$ cat src/shared/cal_cfg_pkg.sv
/*
  Constants for the calibration and channel configuration register bank.
  Assumes a 16-bit register word and word-indexed addresses.
*/
package cal_cfg_pkg;

  localparam int unsigned ADDR_W = 6;
  localparam int unsigned DATA_W = 16;
  localparam int unsigned CAL_W  = 24;

  // --------------------------------------------------------------
  // register offsets
  // --------------------------------------------------------------
  localparam logic [ADDR_W-1:0] OFS_GAIN0_UPPER = 6'h0C;
  localparam logic [ADDR_W-1:0] OFS_GAIN0_LOWER = 6'h0D;
  localparam logic [ADDR_W-1:0] OFS_CH1_CONFIG  = 6'h0E;
  localparam logic [ADDR_W-1:0] OFS_OFS1_UPPER  = 6'h0F;
  localparam logic [ADDR_W-1:0] OFS_OFS1_LOWER  = 6'h10;

  // --------------------------------------------------------------
  // reset values
  // --------------------------------------------------------------
  localparam logic [DATA_W-1:0] RST_GAIN0_UPPER = 16'h8000;
  localparam logic [DATA_W-1:0] RST_GAIN0_LOWER = 16'h0000;
  localparam logic [DATA_W-1:0] RST_CH1_CONFIG  = 16'h0000;
  localparam logic [DATA_W-1:0] RST_OFS1_UPPER  = 16'h0000;
  localparam logic [DATA_W-1:0] RST_OFS1_LOWER  = 16'h0000;

  // --------------------------------------------------------------
  // field positions
  // --------------------------------------------------------------
  localparam int unsigned LOWER_BYTE_LSB = 8;
  localparam int unsigned PHASE_LSB      = 6;
  localparam int unsigned PHASE_W        = 10;
  localparam int unsigned DC_OFF_BIT     = 2;
  localparam int unsigned MUX_LSB        = 0;
  localparam int unsigned MUX_W          = 2;

  typedef enum logic [1:0] {
    MUX_NORMAL  = 2'h0,
    MUX_SHORTED = 2'h1,
    MUX_POS_DC  = 2'h2,
    MUX_NEG_DC  = 2'h3
  } input_sel_e;

endpackage : cal_cfg_pkg

$ cat src/rtl/cal_word_reg.sv
/*
  One 24-bit calibration word held as a full upper register and the
  high byte of a lower register. Assumes one-cycle write strobes.
*/
`timescale 1ns/1ps
`default_nettype none
module cal_word_reg
  import cal_cfg_pkg::*;
#(
  parameter logic [DATA_W-1:0] UPPER_RST = 16'h0000,
  parameter logic [DATA_W-1:0] LOWER_RST = 16'h0000
) (
  input  wire logic              clock,
  input  wire logic              rst_b,
  input  wire logic              wr_upper,
  input  wire logic              wr_lower,
  input  wire logic [DATA_W-1:0] wdata,
  output var  logic [DATA_W-1:0] upper_q,
  output var  logic [DATA_W-1:0] lower_q,
  output var  logic [CAL_W-1:0]  word_q
);

  always_ff @(posedge clock or negedge rst_b) begin
    if (!rst_b) begin
      upper_q <= UPPER_RST;
    end else if (wr_upper) begin
      upper_q <= wdata;
    end
  end

  // low byte never stored, so it always reads zero
  always_ff @(posedge clock or negedge rst_b) begin
    if (!rst_b) begin
      lower_q <= LOWER_RST;
    end else if (wr_lower) begin
      lower_q <= {wdata[DATA_W-1:LOWER_BYTE_LSB], 8'h00};
    end
  end

  // registered so the consumer copy matches the pair the cycle after a write
  always_ff @(posedge clock or negedge rst_b) begin
    if (!rst_b) begin
      word_q <= {UPPER_RST, LOWER_RST[DATA_W-1:LOWER_BYTE_LSB]};
    end else begin
      word_q <= {(wr_upper ? wdata : upper_q),
                 (wr_lower ? wdata[DATA_W-1:LOWER_BYTE_LSB]
                           : lower_q[DATA_W-1:LOWER_BYTE_LSB])};
    end
  end

endmodule : cal_word_reg
`default_nettype wire

$ cat src/rtl/cal_cfg_regs.sv
/*
  Register bank for channel 0 gain, channel 1 offset and channel 1 config.
  Assumes a host-interface front end that issues one-cycle read and write
  strobes on a word address; read data is valid the cycle after.
*/
// Our own choice: the strobed register port.
`timescale 1ns/1ps
`default_nettype none
// How it works
// - gain upper register is 16 read/write bits, gain word bits 23..8.
// - gain lower bits 15..8 store gain bits 7..0; low byte reads zero.
// - gain upper resets to 8000h, gain lower to zero.
// - config bits 15..6 hold a signed 10-bit phase delay in modulator cycles.
// - config bit 2 set turns channel 1 DC filter off; clear follows global.
// - config bits 1..0 pick normal, shorted, positive or negative test input.
// - config bits 5..3 read zero; config resets to 0000h.
// - offset upper register is 16 read/write bits, resets zero, bits 23..8.
// - offset lower bits 15..8 store offset bits 7..0; low byte reads zero.
module cal_cfg_regs
  import cal_cfg_pkg::*;
(
  input  wire logic               clock,
  input  wire logic               rst_b,
  input  wire logic [ADDR_W-1:0]  addr,
  input  wire logic [DATA_W-1:0]  wdata,
  input  wire logic               wr_stb,
  input  wire logic               rd_stb,
  input  wire logic               global_dc_filter_setting,
  output var  logic [DATA_W-1:0]  rdata,
  output var  logic [CAL_W-1:0]   gain0_word,
  output var  logic [CAL_W-1:0]   offset1_word,
  output var  logic [PHASE_W-1:0] second_channel_phase_delay,
  output var  logic               second_channel_dc_filter_off,
  output var  logic               ch1_dc_filter_active,
  output var  logic [MUX_W-1:0]   second_channel_input_select
);

  // --------------------------------------------------------------
  // decode
  // --------------------------------------------------------------
  function automatic logic hit(input logic [ADDR_W-1:0] a, input logic [ADDR_W-1:0] ofs);
    hit = (a == ofs);
  endfunction : hit

  function automatic logic mapped(input logic [ADDR_W-1:0] a);
    mapped = hit(a, OFS_GAIN0_UPPER) || hit(a, OFS_GAIN0_LOWER) || hit(a, OFS_CH1_CONFIG)
          || hit(a, OFS_OFS1_UPPER) || hit(a, OFS_OFS1_LOWER);
  endfunction : mapped

  logic [DATA_W-1:0] gain_word_upper;
  logic [DATA_W-1:0] gain_word_lower;
  logic [DATA_W-1:0] offset_word_upper;
  logic [DATA_W-1:0] offset_word_lower;
  logic [DATA_W-1:0] cfg_q;
  logic [DATA_W-1:0] rdata_d;

  // --------------------------------------------------------------
  // calibration words
  // --------------------------------------------------------------
  cal_word_reg #(
    .UPPER_RST (RST_GAIN0_UPPER),
    .LOWER_RST (RST_GAIN0_LOWER)
  ) u_gain0 (
    .clock    (clock),
    .rst_b    (rst_b),
    .wr_upper (wr_stb && hit(addr, OFS_GAIN0_UPPER)),
    .wr_lower (wr_stb && hit(addr, OFS_GAIN0_LOWER)),
    .wdata    (wdata),
    .upper_q  (gain_word_upper),
    .lower_q  (gain_word_lower),
    .word_q   (gain0_word)
  );

  cal_word_reg #(
    .UPPER_RST (RST_OFS1_UPPER),
    .LOWER_RST (RST_OFS1_LOWER)
  ) u_ofs1 (
    .clock    (clock),
    .rst_b    (rst_b),
    .wr_upper (wr_stb && hit(addr, OFS_OFS1_UPPER)),
    .wr_lower (wr_stb && hit(addr, OFS_OFS1_LOWER)),
    .wdata    (wdata),
    .upper_q  (offset_word_upper),
    .lower_q  (offset_word_lower),
    .word_q   (offset1_word)
  );

  // --------------------------------------------------------------
  // channel 1 configuration
  // --------------------------------------------------------------
  // reserved bits masked on write, so the stored copy already reads zero
  always_ff @(posedge clock or negedge rst_b) begin
    if (!rst_b) begin
      cfg_q <= RST_CH1_CONFIG;
    end else if (wr_stb && hit(addr, OFS_CH1_CONFIG)) begin
      cfg_q <= wdata & 16'hFFC7;
    end
  end

  logic [DATA_W-1:0] cfg_d;
  always_comb begin
    cfg_d = cfg_q;
    if (wr_stb && hit(addr, OFS_CH1_CONFIG)) begin
      cfg_d = wdata & 16'hFFC7;
    end
  end

  // outputs track the register with the same one-cycle latency
  always_ff @(posedge clock or negedge rst_b) begin
    if (!rst_b) begin
      second_channel_phase_delay   <= RST_CH1_CONFIG[PHASE_LSB +: PHASE_W];
      second_channel_dc_filter_off <= RST_CH1_CONFIG[DC_OFF_BIT];
      second_channel_input_select  <= RST_CH1_CONFIG[MUX_LSB +: MUX_W];
    end else begin
      second_channel_phase_delay   <= cfg_d[PHASE_LSB +: PHASE_W];
      second_channel_dc_filter_off <= cfg_d[DC_OFF_BIT];
      second_channel_input_select  <= cfg_d[MUX_LSB +: MUX_W];
    end
  end

  // per-channel disable overrides; otherwise the global setting governs
  always_ff @(posedge clock or negedge rst_b) begin
    if (!rst_b) begin
      ch1_dc_filter_active <= 1'b0;
    end else begin
      ch1_dc_filter_active <= !cfg_d[DC_OFF_BIT] && global_dc_filter_setting;
    end
  end

  // --------------------------------------------------------------
  // read port
  // --------------------------------------------------------------
  // unmapped addresses answer zero
  always_comb begin
    rdata_d = 16'h0000;
    unique case (1'b1)
      hit(addr, OFS_GAIN0_UPPER): rdata_d = gain_word_upper;
      hit(addr, OFS_GAIN0_LOWER): rdata_d = gain_word_lower;
      hit(addr, OFS_CH1_CONFIG):  rdata_d = cfg_q;
      hit(addr, OFS_OFS1_UPPER):  rdata_d = offset_word_upper;
      hit(addr, OFS_OFS1_LOWER):  rdata_d = offset_word_lower;
      default:                    rdata_d = 16'h0000;
    endcase
  end

  // data held only in the cycle after the strobe, zero otherwise
  always_ff @(posedge clock or negedge rst_b) begin
    if (!rst_b) begin
      rdata <= 16'h0000;
    end else begin
      rdata <= rd_stb ? rdata_d : 16'h0000;
    end
  end
endmodule : cal_cfg_regs
`default_nettype wire

$ cat config.mk
export PLATFORM = sky130hd
export DESIGN_NAME = cal_cfg_regs
export DESIGN_NICKNAME = d
export VERILOG_FILES = /design/src/shared/cal_cfg_pkg.sv /design/src/rtl/cal_word_reg.sv /design/src/rtl/cal_cfg_regs.sv
export SDC_FILE = /design/constraint.sdc
export NUM_CORES = 1
export LEC_CHECK = 0
export ABC_AREA = 0
export BUFFER_PORTS_ARGS = -buffer_cell sky130_fd_sc_hd__buf_4
export CAP_MARGIN = 15
export CORE_ASPECT_RATIO = 0.5
export CORE_MARGIN = 5
export CORE_UTILIZATION = 52
export DETAILED_ROUTE_END_ITERATION = 10
export PLACE_DENSITY = 0.79
export SLEW_MARGIN = 20
export SYNTH_ARGS = -nofsm -noshare
export SYNTH_HDL_FRONTEND = slang
export SYNTH_SLANG_ARGS = --single-unit
$ cat constraint.sdc
create_clock -name clock -period 1.58 [get_ports clock]
set_input_delay 0.316 -clock clock [delete_from_list [all_inputs] [get_ports clock]]
set_output_delay 0.316 -clock clock [all_outputs]
set_load 0.01 [all_outputs]
==> impl_results.md <==
* Status: finished, final reports clean
* Critical Path Start Type: flop
* Post-DP HPWL at 6300 um
* Max Fclk at 761.3 MHz
* Initial antenna violation count at 0
* Critical setup path kind: reg -> out
* Gr usage total at 21.11%
* Hold path depth at 2
* Ys flop type: dfrtp_1
* Worst Max-Slew Pin Slew at 0.4284 ns
* Worst path slowest cell: dfstp_2
* Design area at 5101 um^2
* Via density at 5.267
* DRT Wirelength at 8774 um
* RSZ-0062 raised after global routing: no
* Register area at 2354 um^2
* Max_cap viols at 0
* Root Buffer: clkbuf_16
* Yosys reg bits at 94
* Cell Count Post-Placement at 433
* CTS tree: yes
* Crit path DAT at 1.00 ns
* Area taken by multi-input logic gates at 1326 um^2
* EDFF count, synth at 0
* Core outline area at 7212 um^2
* Final Slew Violations at 0
* Clock Latency Late Sink at 0.34 ns
* Clk buf depth at 2
* Slew headroom at 71.44%
* Total Nets Final at 376
* Clock transition at path regs at 0.06 ns
* Share of layout cells above drive strength 1 at 62.15%
* CP max FO at 3
* Total gr overflow at 0
* First-pass GRT wire length at 14,640 um
* RD Place Congestion at 0.8016
* Vias in the first global route at 2,645
* Clock H-tree levels at 3
* DRT iter0 DRCs at 110
* Most common cell after layout, fill and taps aside: buf_4
* Routed len/inst at 19.50 um
* Final cell count without fillers at 450
* First-pass DRT Iterations at 4
* Count of cell types in the netlist at 28
* Register-to-Register Path Depth at 2
* Final worst path period need at 1.314 ns
* Crit-path max cell delay at 0.54 ns
* Chip width at 130.7 um
* Most frequent cells in the layout: buf_4, dfrtp_1, mux2_2
* Ys async rst share at 100.0%
* Type of the worst min-delay path: in -> reg
* Worst EP required at 1.26 ns
* Bufs and invs on worst path at 1
* Clk sink count at 94
* Cell count along the critical path at 1
* Via count at 2,370
* Period Utilization, post-route at 83.14%
* Post-cts sizing count at 0
* Avg Inst Size Synth at 16.91 um^2
* Starting Density at 52.52%
* Pwr dens at 1177 nW/um^2
* DRC Markers at 0
* Pre-CTS WS at -0.04455 ns
* Seq/Total Area, Yosys at 62.14%
* Critical path cell sequence: buf_4
* Synthesized net count at 251
* Fin worst setup slack at 0.2665 ns
* Site Rows at 22
* CP delay by family, top: flip-flops
* Peak VDD IR at 0.6843 mV
* Leak Pwr at 2.670 nW
* Skew final at 0.004960 ns
* Crit. End Element: primary output
* Cells after Synth at 224
* Die area at 9194 um^2
* # IOs at 105
* Remaining antenna violation count at 0
* TritonCTS Buffers at 9
* Fill cell total of the finished layout at 488
* Area Growth Syn to Fin at 34.69%
* Final Setup Violations at 0
* Die Ht at 70.35 um
* Post-route core utilization at 70.73%
* Endpoints failing hold at 0
* # port buffers at 104
* Cell Area, Synth at 3787 um^2
* Synthesis warning total at 0
* Inserted Diodes at 0
* Largest net degree at the start of global routing at 34
* Dpl cell area at 4801 um^2
registers in the layout, summed over array words and instances (netlist names):
register / flops
cfg_q: 3
ch1_dc_filter_active: 1
rdata: 16
second_channel_input_select: 1
second_channel_phase_delay: 9
u_gain0.lower_q: 8
u_gain0.upper_q: 16
u_gain0.word_q: 8
u_ofs1.lower_q: 8
u_ofs1.upper_q: 16
u_ofs1.word_q: 8
worst register-to-register path, delay by kind of cell, from the launching register on:
| family | cells | cell delay (ns) |
|---|---|---|
| DFF | 1 | 0.40 |
| AOI/OAI and AO/OA | 1 | 0.24 |
| muxes | 1 | 0.48 |
kinds of logic after synthesis:
family | after synthesis | synth area share [%]
flops | 94 | 62.14
simple gates | 27 | 5.550
buf+inv | 12 | 2.841
compound gates | 16 | 3.105
mux | 75 | 26.36
worst paths after layout:
kind,end,slack (ns),from
hold reg to reg,rdata[15],0.50,u_ofs1.lower_q[15]
setup reg to reg,rdata[14],0.36,u_ofs1.upper_q[14]
setup / recovery,gain0_word[23],0.27,u_gain0.upper_q[15]
hold / removal,u_ofs1.upper_q[3],0.21,wdata[3]
max in group asynchronous,u_ofs1.upper_q[12],0.71,rst_b
min in group asynchronous,rdata[7],0.40,rst_b
cells in the mapped netlist, types with 2 or more instances:
| cell type | number | area (um^2) |
|---|---|---|
| dfrtp_1 | 93 | 2327 |
| mux2_2 | 42 | 473.0 |
| mux2_4 | 19 | 285.3 |
| a22o_1 | 8 | 70.07 |
| mux4_2 | 8 | 180.2 |
| buf_6 | 7 | 78.83 |
| mux2i_1 | 6 | 60.06 |
| nand2_1 | 6 | 22.52 |
| a21oi_1 | 5 | 25.02 |
| or2_2 | 5 | 31.28 |
| a22oi_1 | 3 | 22.52 |
| nor2_1 | 3 | 11.26 |
| buf_4 | 2 | 15.01 |
| nand2b_1 | 2 | 12.51 |
| nand3_4 | 2 | 35.03 |
through the flow:
step                setup TNS (ns)  power (mW)  hold WS (ns)
floorplan                        0       3.328       0.02041
global placement         -0.001479       3.865        0.2181
detailed placement         -0.5671       3.911        0.2264
CTS                              0       6.059        0.2003
global route                     0       6.259        0.2037
finish                           0       6.004        0.2106
final cells by class:
class	instances	share of cell area, %
Timing Repair Buffer	126	19.82
Clock buffer	11	4.562
Sequential cell	94	46.14
Tap cell	96	2.355
Clock inverter	5	1.128
Multi-Input combinational cell	118	26.00
routing by layer:
metal  vias to the layer above  part of all wire (%)  global-route usage (%)
li1                       1060                     -                       -
met3                        11                   5.3                   5.730
met1                      1241                    42                   27.13
met5                         -                     0                       0
met4                         0                   1.5                   6.727
met2                        58                    51                   34.90
where the power goes:
group | internal [mW] | total (mW) | switching, mW
Sequential | 2.68 | 2.86 | 0.188
Clock | 1.23 | 2.15 | 0.914
Combinational | 0.591 | 0.992 | 0.401
timing repair:
item,4_1_cts,5_1_grt
hold buffers,1,0
setup buffers,0,0
endpoints found under the hold margin,17,0
Power figures use the tool's default switching activity.
